## config.mk

```make
export PLATFORM = sky130hd
export DESIGN_NAME = gscr_regs_top
export DESIGN_NICKNAME = d
export VERILOG_FILES = /design/src/shared/gscr_pkg.sv /design/src/verilog/gscr_scan_engine.sv /design/src/verilog/gscr_regs_top.sv
export SDC_FILE = /design/constraint.sdc
export NUM_CORES = 1
export LEC_CHECK = 0
export ABC_AREA = 1
export CORE_ASPECT_RATIO = 0.75
export CORE_UTILIZATION = 45
export DETAILED_ROUTE_END_ITERATION = 8
export DONT_BUFFER_PORTS = 1
export PLACE_DENSITY = 0.57
export SETUP_SLACK_MARGIN = 0.4
export SYNTH_ARGS = -nofsm -noshare
export SYNTH_HDL_FRONTEND = slang
export SYNTH_SLANG_ARGS = --single-unit
```

## constraint.sdc

```tcl
create_clock -name CLK -period 3.65 [get_ports CLK]
set_clock_uncertainty 0.1 [all_clocks]
set_input_delay 0.9125 -clock CLK [delete_from_list [all_inputs] [get_ports CLK]]
set_output_delay 0.9125 -clock CLK [all_outputs]
set_load 0.01 [all_outputs]
```

## src/shared/gscr_pkg.sv

```systemverilog
// Purpose: constants and carrier types for the pin, scan and crossing register slice
// Assumes: eight channels, eight-bit register port, one 50 MHz clock
// Notes:   every register resets to zero; offsets are the register port addresses
package gscr_pkg;

  // channel count and widths
  localparam int unsigned GSCR_CHANS   = 8;
  localparam int unsigned GSCR_CHAN_W  = 4;
  localparam int unsigned GSCR_BLANK_W = 10;            // 127 x 8 fits in ten bits

  // register port addresses
  localparam logic [7:0] GSCR_ADDR_DRV_KIND  = 8'h09;   // output_driver_kind
  localparam logic [7:0] GSCR_ADDR_OUT_LVL   = 8'h0b;   // output_level_setting
  localparam logic [7:0] GSCR_ADDR_IN_LVL    = 8'h0d;   // input_level_readback
  localparam logic [7:0] GSCR_ADDR_BLANK     = 8'h0f;   // crossing_blank_setup
  localparam logic [7:0] GSCR_ADDR_SCAN_CTL  = 8'h10;   // scan_control
  localparam logic [7:0] GSCR_ADDR_IN_SEL    = 8'h11;   // input_selection

  // reset value shared by all registers
  localparam logic [7:0] GSCR_REG_RESET      = 8'h00;

  // field positions
  localparam int unsigned GSCR_BLANK_MULT_BIT = 7;
  localparam int unsigned GSCR_BLANK_CNT_MSB  = 6;
  localparam int unsigned GSCR_BLANK_SHIFT    = 3;      // times eight
  localparam int unsigned GSCR_SCAN_RUN_BIT   = 4;
  localparam int unsigned GSCR_SCAN_MODE_MSB  = 1;
  localparam int unsigned GSCR_HOST_CHAN_MSB  = 3;
  localparam int unsigned GSCR_XSRC_LSB       = 4;
  localparam logic [7:0]  GSCR_SCAN_WMASK     = 8'h13;  // writable bits of scan_control

  // start-of-scan search origin: above every channel
  localparam logic [3:0]  GSCR_SCAN_ORIGIN    = 4'hf;

  typedef enum logic [1:0] {
    GSCR_MODE_MANUAL = 2'b00,
    GSCR_MODE_AUTO   = 2'b01,
    GSCR_MODE_RSV2   = 2'b10,
    GSCR_MODE_RSV3   = 2'b11
  } gscr_mode_e;

  typedef enum logic {
    GSCR_SCAN_IDLE = 1'b0,
    GSCR_SCAN_RUN  = 1'b1
  } gscr_scan_e;

  // one finished conversion
  typedef struct packed {
    logic       done;
    logic [3:0] chan;
  } gscr_conv_s;

  // settings handed to the scan engine
  typedef struct packed {
    gscr_mode_e mode;
    logic       run;
    logic [3:0] host_chan;
    logic [3:0] xsrc;
    logic       mult;
    logic [6:0] blank;
    logic [7:0] members;
  } gscr_scan_cfg_s;

endpackage

```

## src/verilog/gscr_scan_engine.sv

```systemverilog
// Purpose: channel sequencer and crossing-event blanking counter
// Assumes: conversion reports arrive as one-cycle pulses on the system clock
// Notes:   reserved scan modes behave as host-chosen selection
`timescale 1ns/100ps
module gscr_scan_engine
  import gscr_pkg::*;
(
  input  wire logic                 clk,
  input  wire logic                 rst_n,
  input  wire gscr_scan_cfg_s       cfg,
  input  wire gscr_conv_s           conv,
  input  wire logic                 cross_raw,
  output logic [3:0]                next_chan,
  output logic                      scan_active,
  output logic                      cross_event,
  output logic [GSCR_BLANK_W-1:0]   blank_left
);

  // lowest enabled channel above cur, else lowest enabled, else cur itself, or channel 0 when cur is above 7
  function automatic logic [3:0] next_member(input logic [7:0] mask, input logic [3:0] cur);
    logic [3:0] pick;
    logic       found;
    pick  = (cur > 4'h7) ? 4'h0 : cur;
    found = 1'b0;
    for (int i = 7; i >= 0; i--) begin
      if (mask[i] && (4'(i) > cur)) begin
        pick  = 4'(i);
        found = 1'b1;
      end
    end
    if (!found) begin
      for (int i = 7; i >= 0; i--) begin
        if (mask[i]) pick = 4'(i);
      end
    end
    return pick;
  endfunction

  // blanking reload value from the setup register
  function automatic logic [GSCR_BLANK_W-1:0] blank_load(input gscr_scan_cfg_s c);
    logic [GSCR_BLANK_W-1:0] base;
    base = GSCR_BLANK_W'(c.blank);
    return c.mult ? (base << GSCR_BLANK_SHIFT) : base;
  endfunction

  gscr_scan_e               state_r, state_nxt;
  logic [3:0]               chan_r, chan_nxt;
  logic [GSCR_BLANK_W-1:0]  cnt_r, cnt_nxt;
  logic                     event_r, event_nxt;
  logic                     auto_go;

  assign auto_go     = (cfg.mode == GSCR_MODE_AUTO) && cfg.run;
  assign next_chan   = chan_r;
  assign scan_active = (state_r == GSCR_SCAN_RUN);
  assign cross_event = event_r;
  assign blank_left  = cnt_r;

  // sequencer and blanking next state
  always_comb begin
    state_nxt = state_r;
    chan_nxt  = chan_r;
    cnt_nxt   = cnt_r;
    event_nxt = 1'b0;
    unique case (state_r)
      GSCR_SCAN_IDLE: begin
        if (auto_go) begin
          state_nxt = GSCR_SCAN_RUN;
          chan_nxt  = next_member(cfg.members, GSCR_SCAN_ORIGIN);
        end else if (cfg.mode != GSCR_MODE_AUTO) begin
          chan_nxt  = cfg.host_chan;
        end
      end
      GSCR_SCAN_RUN: begin
        if (!auto_go) begin
          state_nxt = GSCR_SCAN_IDLE;
          // leaving auto mode hands the mux straight back to the host, no stale scan channel
          if (cfg.mode != GSCR_MODE_AUTO) begin
            chan_nxt = cfg.host_chan;
          end
        end else if (conv.done) begin
          chan_nxt  = next_member(cfg.members, chan_r);
        end
      end
    endcase
    // a crossing counts only once the blanking budget is spent
    if (cross_raw && (cnt_r == '0)) begin
      event_nxt = 1'b1;
      cnt_nxt   = blank_load(cfg);
    end else if (conv.done && (conv.chan == cfg.xsrc) && (cnt_r != '0)) begin
      cnt_nxt   = cnt_r - 1'b1;
    end
  end

  // state registers
  always_ff @(posedge clk or negedge rst_n) begin
    if (!rst_n) begin
      state_r <= GSCR_SCAN_IDLE;
      chan_r  <= 4'h0;
      cnt_r   <= '0;
      event_r <= 1'b0;
    end else begin
      state_r <= state_nxt;
      chan_r  <= chan_nxt;
      cnt_r   <= cnt_nxt;
      event_r <= event_nxt;
    end
  end
endmodule // gscr_scan_engine

```

## src/verilog/gscr_regs_top.sv

```systemverilog
// Purpose: register slice for pin drivers, pin readback, crossing blanking and scan control
// Assumes: register port inputs and pins are synchronous to CLK
// Notes:   read data appear one cycle after the read strobe
`timescale 1ns/100ps

// Overview of operation
// - driver-type bit: 0 open-drain, 1 push-pull
// - output-level bit sets the pin level
// - input readback is read-only sampled pin levels
// - multiplier bit scales blanking field by eight
// - ignore blanking-count source conversions after crossing
// - scan selection: host channel, sequencer, reserved
// - scan-run bit starts and stops ascending scan
// - scan-control reserved bits ignore writes, read zero
// - all registers reset to zero
// - channel-select low nibble host, high crossing source
// - pin-function bit: 0 analog, 1 digital
// - direction bit: 0 input, 1 output
module gscr_regs_top
  import gscr_pkg::*;
#(
  parameter int unsigned CHANS = GSCR_CHANS
)(
  input  wire logic                     CLK,
  input  wire logic                     RST_N,
  input  wire logic [7:0]               REG_ADDR,
  input  wire logic [7:0]               REG_WDATA,
  input  wire logic                     REG_WR,
  input  wire logic                     REG_RD,
  output logic [7:0]                    REG_RDATA,
  input  wire logic [CHANS-1:0]         PIN_FUNC,
  input  wire logic [CHANS-1:0]         PIN_DIR,
  input  wire logic [7:0]               SCAN_MEMBER_MASK,
  input  wire logic [CHANS-1:0]         GPIO_IN,
  output logic [CHANS-1:0]              GPIO_OUT,
  output logic [CHANS-1:0]              GPIO_OE,
  input  wire gscr_pkg::gscr_conv_s     CONV,
  input  wire logic                     CROSS_RAW,
  output logic [3:0]                    NEXT_CHAN,
  output logic [3:0]                    CROSS_SRC,
  output logic                          SCAN_ACTIVE,
  output logic                          CROSS_EVENT
);

  import gscr_pkg::*;

  logic [1:0]         rst_sync_r;
  logic               rst_n_int;
  logic [CHANS-1:0]   drv_kind_r, drv_kind_nxt;
  logic [CHANS-1:0]   out_lvl_r,  out_lvl_nxt;
  logic [CHANS-1:0]   in_lvl_r,   in_lvl_nxt;
  logic [7:0]         blank_r,    blank_nxt;
  logic [7:0]         scan_r,     scan_nxt;
  logic [7:0]         in_sel_r,   in_sel_nxt;
  logic [7:0]         rdata_r,    rdata_nxt;
  logic [CHANS-1:0]   pin_out_r,  pin_out_nxt;
  logic [CHANS-1:0]   pin_oe_r,   pin_oe_nxt;
  gscr_scan_cfg_s     scan_cfg;

  // reset release through two flops so every flop leaves reset on the same edge
  always_ff @(posedge CLK or negedge RST_N) begin
    if (!RST_N) begin
      rst_sync_r <= 2'b00;
    end else begin
      rst_sync_r <= {rst_sync_r[0], 1'b1};
    end
  end
  assign rst_n_int = rst_sync_r[1];

  // register writes, pin sampling and read mux
  always_comb begin
    drv_kind_nxt = drv_kind_r;
    out_lvl_nxt  = out_lvl_r;
    blank_nxt    = blank_r;
    scan_nxt     = scan_r;
    in_sel_nxt   = in_sel_r;
    in_lvl_nxt   = GPIO_IN;
    rdata_nxt    = rdata_r;
    if (REG_WR) begin
      unique case (REG_ADDR)
        GSCR_ADDR_DRV_KIND: drv_kind_nxt = REG_WDATA[CHANS-1:0];
        GSCR_ADDR_OUT_LVL:  out_lvl_nxt  = REG_WDATA[CHANS-1:0];
        GSCR_ADDR_BLANK:    blank_nxt    = REG_WDATA;
        GSCR_ADDR_SCAN_CTL: scan_nxt     = REG_WDATA & GSCR_SCAN_WMASK;
        GSCR_ADDR_IN_SEL:   in_sel_nxt   = REG_WDATA;
        default:            ;                            // readback is not writable
      endcase
    end
    if (REG_RD) begin
      unique case (REG_ADDR)
        GSCR_ADDR_DRV_KIND: rdata_nxt = 8'(drv_kind_r);
        GSCR_ADDR_OUT_LVL:  rdata_nxt = 8'(out_lvl_r);
        GSCR_ADDR_IN_LVL:   rdata_nxt = 8'(in_lvl_r);
        GSCR_ADDR_BLANK:    rdata_nxt = blank_r;
        GSCR_ADDR_SCAN_CTL: rdata_nxt = scan_r & GSCR_SCAN_WMASK;
        GSCR_ADDR_IN_SEL:   rdata_nxt = in_sel_r;
        default:            rdata_nxt = GSCR_REG_RESET;  // unmapped reads zero
      endcase
    end
  end

  // pin drivers: analog pins and digital inputs are never driven
  always_comb begin
    for (int i = 0; i < CHANS; i++) begin
      if (PIN_FUNC[i] && PIN_DIR[i]) begin
        if (drv_kind_r[i]) begin
          pin_out_nxt[i] = out_lvl_r[i];
          pin_oe_nxt[i]  = 1'b1;
        end else begin
          pin_out_nxt[i] = 1'b0;
          pin_oe_nxt[i]  = !out_lvl_r[i];
        end
      end else begin
        pin_out_nxt[i] = 1'b0;
        pin_oe_nxt[i]  = 1'b0;
      end
    end
  end

  // register bank; every register starts at zero
  always_ff @(posedge CLK or negedge rst_n_int) begin
    if (!rst_n_int) begin
      drv_kind_r <= '0;
      out_lvl_r  <= '0;
      in_lvl_r   <= '0;
      blank_r    <= GSCR_REG_RESET;
      scan_r     <= GSCR_REG_RESET;
      in_sel_r   <= GSCR_REG_RESET;
      rdata_r    <= 8'h00;
      pin_out_r  <= '0;
      pin_oe_r   <= '0;
    end else begin
      drv_kind_r <= drv_kind_nxt;
      out_lvl_r  <= out_lvl_nxt;
      in_lvl_r   <= in_lvl_nxt;
      blank_r    <= blank_nxt;
      scan_r     <= scan_nxt;
      in_sel_r   <= in_sel_nxt;
      rdata_r    <= rdata_nxt;
      pin_out_r  <= pin_out_nxt;
      pin_oe_r   <= pin_oe_nxt;
    end
  end

  // settings for the scan engine
  assign scan_cfg.mode      = gscr_mode_e'(scan_r[GSCR_SCAN_MODE_MSB:0]);
  assign scan_cfg.run       = scan_r[GSCR_SCAN_RUN_BIT];
  assign scan_cfg.host_chan = in_sel_r[GSCR_HOST_CHAN_MSB:0];
  assign scan_cfg.xsrc      = in_sel_r[7:GSCR_XSRC_LSB];
  assign scan_cfg.mult      = blank_r[GSCR_BLANK_MULT_BIT];
  assign scan_cfg.blank     = blank_r[GSCR_BLANK_CNT_MSB:0];
  assign scan_cfg.members   = SCAN_MEMBER_MASK;

  gscr_scan_engine u_engine (
    .clk         (CLK),
    .rst_n       (rst_n_int),
    .cfg         (scan_cfg),
    .conv        (CONV),
    .cross_raw   (CROSS_RAW),
    .next_chan   (NEXT_CHAN),
    .scan_active (SCAN_ACTIVE),
    .cross_event (CROSS_EVENT),
    .blank_left  ()
  );

  assign REG_RDATA = rdata_r;
  assign GPIO_OUT  = pin_out_r;
  assign GPIO_OE   = pin_oe_r;
  assign CROSS_SRC = in_sel_r[7:GSCR_XSRC_LSB];
endmodule // gscr_regs_top

```

=== Word level (Yosys, flattened, before mapping) ===
Index checks and enable logic that the tools add are counted.

* Flip-flop bits (word level): 85
* Bits in latches: 0
* Bits in writable memories: 0
* Bits in read-only memories: 0
* Bits of input ports: 58
* Word-level logic and storage cells: 151
* Memories kept: 0

* $add $sub $neg: 1
* $mul: 0
* Div/mod/pow operators: 0
* Order comparisons: 9
* Equal/unequal tests: 10
* Shift-type cells: 0
* Multiplexer cells: 80
* Bitwise gates (word level): 1
* Reductions and logical operators: 36

{| class="wikitable"
|+ Operator list
! kind !! number
|-
| $mux 4 || 22
|-
| $pmux 8 s6 || 1
|-
| $mux 1 || 45
|-
| $eq 8x4->1 const B || 4
|-
| $mux 10 || 3
|-
| $mux 3 || 8
|-
| $logic_and 1x1->1 || 20
|-
| $eq 8x5->1 const B || 2
|-
| $gt 3x4->1 const A || 4
|-
| $logic_not 10->1 || 1
|-
| $reduce_and 2->1 || 5
|-
| $reduce_bool 10->1 || 1
|-
| $sub 10x1->10 const B || 1
|-
| $gt 1x4->1 const A || 2
|-
| $gt 2x4->1 const A || 2
|-
| $logic_not 1->1 || 8
|-
| $pmux 4 s2 || 1
|-
| $eq 4x4->1 || 1
|-
| $gt 4x3->1 const B || 1
|-
| $ne 3x3->1 const B || 1
|-
| $eq 2x1->1 const B || 1
|-
| $ne 2x1->1 const B || 1
|-
| $reduce_bool 2->1 || 1
|-
| $not 1->1 || 1
|}

=== Logic depth before layout (Yosys ltp) ===
* Word-level depth: 22
* Mapped depth: 15

=== Modules after synthesis ===
A second synthesis with hierarchy kept.

* Cell total of the unflattened synthesis: 544
* Area total of the unflattened synthesis: 4454.3 µm²

{| class="wikitable"
|+ Modules (own cells, without submodules)
! module !! instances !! cells an instance !! area each (µm²) !! seq. area each (µm²)
|-
| gscr_regs_top || 1 || 338 || 3085.5 || 1726.7
|-
| gscr_scan_engine || 1 || 206 || 1368.8 || 400.4
|}

=== Worst setup path after synthesis ===
OpenSTA, ideal clock, no wires.

* Path kind: input to register
* Start: in REG_ADDR[7]
* End: reg blank_r[5]
* Setup time: 0.118 ns
* Arrival: 2.002 ns
* Required time: 3.432 ns
* Path slack: 1.430 ns
* Stages on the path: 8
* Buffers on the path: 1
* Cells stage by stage: nor2_2 -> inv_2 -> nor3_4 -> nor3b_4 -> nand2_4 -> buf_6 -> nand2_2 -> o21ai_2

* Longest elaborated chain between the ends: 2

{| class="wikitable"
|+ RTL lines
! element !! line !! source
|-
| start, declared || gscr_regs_top.sv:26 || <nowiki>input wire logic [7:0] REG_ADDR,</nowiki>
|-
| $eq 8x4->1 || gscr_regs_top.sv:80 || <nowiki>unique case (REG_ADDR)</nowiki>
|-
| $reduce_and 2->1 (no line) || n/a ||
|-
| end signal, assigned || gscr_regs_top.sv:136 || <nowiki>blank_r <= blank_nxt;</nowiki>
|-
| end, declared || gscr_regs_top.sv:52 || <nowiki>logic [7:0] blank_r, blank_nxt;</nowiki>
|}

No other way between the ends.
A chain may end at the register's enable or synchronous reset.

=== Worst setup path after layout ===
* Start: in REG_ADDR[7]
* End: reg rdata_r[5] (netlist: REG_RDATA[5])

* Longest elaborated chain between the ends: 2
* Elaborated cells on any way between the ends: 7
* Those cells by class: 6 x eq/ne; 1 x mux

{| class="wikitable"
|+ RTL lines
! element !! line !! source
|-
| $eq 8x5->1 or $eq 8x4->1 (tied branches) || gscr_regs_top.sv:90 || <nowiki>unique case (REG_ADDR)</nowiki>
|-
| $pmux 8 s6 * || gscr_regs_top.sv:90 ||
|-
| end signal, assigned || gscr_regs_top.sv:139 || <nowiki>rdata_r <= rdata_nxt;</nowiki>
|-
| end, declared || gscr_regs_top.sv:55 || <nowiki>logic [7:0] rdata_r, rdata_nxt;</nowiki>
|}

Every way passes the cells marked *; elsewhere a longest branch is shown, timed or not.

==> results.sh <==
export IMPL_status="finished, final reports clean"
export IMPL_power_density_mw_per_mm2=522.3
export IMPL_cp_slowest_cell="nor2_1"
export IMPL_p_comb_share_pct=13.4
export IMPL_hold_violations=0
export IMPL_drt_wl_total_um=9847
export IMPL_arrival_ns=2.28
export IMPL_ant_nets=0
export IMPL_post_drt_wl_per_cell_um=15.39
export IMPL_clkPwrFrac_pct=40.7
export IMPL_die_h_um=85.93
export IMPL_fmax_mhz=471.4
export IMPL_critPathLaunchType="input pin"
export IMPL_drive_above_1_share_pct=8.789
export IMPL_antenna_found_initial=0
export IMPL_hpwl_um=7410
export IMPL_max_clock_path_buffers=2
export IMPL_cts_buffers=9
export IMPL_vdd_ir_drop_max_v=0.0003153
export IMPL_path_clk_slew_ns=0.06
export IMPL_synth_top_area_share_pct=50.33
export IMPL_syn_num_nets=566
export IMPL_core_area_sq_mm=0.009084
export IMPL_net_switching_power_mw=0.6653
export IMPL_start_util_pct=46.53
export IMPL_max_slew_margin_pct=29.32
export IMPL_path_class="in2reg"
export IMPL_layout_worst_path_cycle_share_pct=58.12
export IMPL_yosys_warnings=0
export IMPL_tightestPinTransition_ns=1.060
export IMPL_synthSimpleGateAreaFrac_pct=21.79
export IMPL_leakagePower_nw=2.084
export IMPL_rsz0062_at_grt="no"
export IMPL_synth_edff_count=0
export IMPL_max_cap_viol_count=0
export IMPL_ys_seq_area_share_pct=50.33
export IMPL_synth_cells=507
export IMPL_hp_class="in2async"
export IMPL_htree_levels=3
export IMPL_drv_slew=0
export IMPL_yosysUniqueCellTypes=47
export IMPL_crit_family="simple AND/OR/NAND/NOR gates"
export IMPL_cts_sinks=85
export IMPL_required_ns=3.81
export IMPL_num_rows=30
export IMPL_muxShareOfSynthArea_pct=0
export IMPL_via_per_inst=5.173
export IMPL_crit_chain="nor2_2 -> nand2_1 -> nor2_1 -> nand2_1 -> o211ai_1 -> o21ai_0 -> o21ai_0"
export IMPL_yosysTopAreaCell="dfrtp_1"
export IMPL_io_buffers=0
export IMPL_design_die_area_sq_mm=0.009788
export IMPL_yosys_top_cells_count="107 x nand2_1, 92 x inv_1, 85 x dfrtp_1"
export IMPL_finalSetupTns_ns=0
export IMPL_ys_flop_type="dfrtp_1"
export IMPL_netlist_area_sq_mm=0.004227
export IMPL_drt_initial_drc_count=171
export IMPL_grtUsageTotal_pct=22.00
export IMPL_cts_setup_buffers=0
export IMPL_cts_resized=0
export IMPL_remaining_drc_errors=0
export IMPL_synthAdderAreaFrac_pct=0.2960
export IMPL_synth_xor_area_share_pct=0.6217
export IMPL_async_reset_ff_share_pct=100.0
export IMPL_synth_area_top_cells="dfrtp_1 50%, nand2_1 9.5%, inv_1 8.2%"
export IMPL_nets=566
export IMPL_critPathMaxStageDelay_ns=0.42
export IMPL_setup_viol_count_final=0
export IMPL_cts_root_buf="clkbuf_16"
export IMPL_p_seq_share_pct=45.8
export IMPL_io_pins=92
export IMPL_gp_congestion=0.8066
export IMPL_cp_end_kind="flop"
export IMPL_finalCriticalPeriod_ns=2.121
export IMPL_area_growth_pct=9.828
export IMPL_synth_compound_area_share_pct=16.79
export IMPL_nFillCells=889
export IMPL_synth_seq_cells=85
export IMPL_grt_max_degree=84
export IMPL_sw_frac_of_total_pct=27.44
export IMPL_n_antenna_cell=0
export IMPL_synth_top_family_by_area="simple AND/OR/NAND/NOR gates"
export IMPL_grt_pass1_wl_um=16260
export IMPL_ctsHoldBuffers=0
export IMPL_vias=3311
export IMPL_grt_ovfl_total=0
export IMPL_yosysMostFrequentCell="nand2_1"
export IMPL_first_pass_iters=4
export IMPL_avgSynthCellArea_sq_um=8.336
export IMPL_crit_buf_inv=0
export IMPL_cts_tree="yes"
export IMPL_fin_util_pct=51.10
export IMPL_critPathMaxFanout=8
export IMPL_grt_pass1_vias=3149
export IMPL_die_w_um=113.9
export IMPL_clk_latency_ns=0.34
export IMPL_power_internal_mw=1.759
-- routing by layer --
layer | GRT usage (%) | vias up | part of all wire [%]
met5 | 0 | - | 0
met4 | 5.549 | 0 | 0.51
met3 | 7.279 | 4 | 6.5
met2 | 31.87 | 79 | 43
met1 | 31.72 | 1581 | 50
li1 | - | 1647 | -
-- cells by family (layout without fill, tap and decap cells) --
group / count (synthesis) / count (layout)
DFF: 85 / 85
adders and majority gates: 1 / 1
buffers and inverters: 105 / 110
xor gates and xnor gates: 3 / 3
other: 1 / 1
and+or+nand+nor: 197 / 197
AOI/OAI and AO/OA: 115 / 115
-- flip-flops by register name, summed over array words and instances (netlist names) --
name / cells
GPIO_OE: 8
GPIO_OUT: 8
REG_RDATA: 8
blank_r: 8
drv_kind_r: 8
in_lvl_r: 8
in_sel_r: 8
out_lvl_r: 8
rst_sync_r: 2
scan_r: 3
u_engine.blank_left: 10
u_engine.cross_event: 1
u_engine.next_chan: 4
u_engine.scan_active: 1
-- per-stage QoR --
stage                     hold slack, ns  power (mW)  cell area (sq um)  instances  setup slack [ns]
after global routing              0.1444       2.547               4642        640             1.305
after CTS                         0.1504       2.446               4642        640             1.532
after floorplan                   0.2312       1.379               4227        507             1.007
after global placement            0.2363       1.440               4318        624             1.300
after detailed placement          0.2388       1.454               4318        624             1.258
final                             0.1637       2.424               4642        640             1.529
-- worst reg2reg max path, stage by stage (launching register included) --
cell and delay, ns:
dfrtp_1 0.38, inv_1 0.12, ha_1 0.28, nand3_2 0.15
nor3_4 0.23, nand4_4 0.23, nand2_4 0.24, inv_1 0.08
o21ai_0 0.20
-- layout by cell type, fill, tap and decap left out, types with 2 or more instances in the layout --
| master | instances |
|---|---|
| a211oi_1 | 9 |
| a21oi_1 | 7 |
| a221oi_1 | 2 |
| bufinv_16 | 2 |
| clkbuf_16 | 9 |
| clkinv_2 | 2 |
| dfrtp_1 | 84 |
| inv_1 | 92 |
| nand2_1 | 107 |
| nand2_2 | 2 |
| nand2_4 | 2 |
| nand3_1 | 28 |
| nand3_2 | 2 |
| nand4_1 | 2 |
| nor2_1 | 31 |
| nor2_2 | 5 |
| nor3_1 | 3 |
| nor3_4 | 2 |
| nor4_1 | 8 |
| o211ai_1 | 5 |
| o21ai_0 | 54 |
| o21ai_1 | 6 |
| o21ai_2 | 8 |
| o22ai_1 | 11 |
| o31ai_1 | 3 |
| o32ai_1 | 2 |
| xor2_1 | 2 |
-- power by group through the flow --
stage | clock [mW] | sequential [mW] | combinational, mW
final | 0.988 | 1.11 | 0.326
after global routing | 1.04 | 1.13 | 0.379
after CTS | 1.01 | 1.11 | 0.326
after detailed placement | 0 | 1.13 | 0.326
after global placement | 0 | 1.13 | 0.312
after floorplan | 0 | 1.10 | 0.276
-- path summary, 6_finish.rpt --
kind                                               startpoint                                 end  slack [ns]  cells past startpoint
min in group CLK                      rst_sync_r[0]$_DFF_PN0_             rst_sync_r[1]$_DFF_PN0_        0.25                      0
max reg2reg                u_engine.blank_left[0]$_DFFE_PN0P_  u_engine.blank_left[7]$_DFFE_PN0P_        1.55                      8
max                                               REG_ADDR[7]            REG_RDATA[5]$_DFFE_PN0P_        1.53                      7
min                                                     RST_N             rst_sync_r[1]$_DFF_PN0_        0.16                      0
min reg2reg                           rst_sync_r[0]$_DFF_PN0_             rst_sync_r[1]$_DFF_PN0_        0.25                      0
max in group asynchronous             rst_sync_r[1]$_DFF_PN0_             in_sel_r[3]$_DFFE_PN0P_        2.35                      0
-- area by class of cell --
| type | count | area, sq um | share of cell area (%) |
|---|---|---|---|
| clock buffer | 11 | 242.7 | 5.229 |
| clock inverter | 5 | 81.33 | 1.752 |
| inverter | 94 | 354.1 | 7.628 |
| multi-input combinational | 317 | 1673 | 36.04 |
| sequential | 85 | 2131 | 45.90 |
| tap | 128 | 160.2 | 3.450 |
No activity file was read; power rests on OpenSTA's default activity.
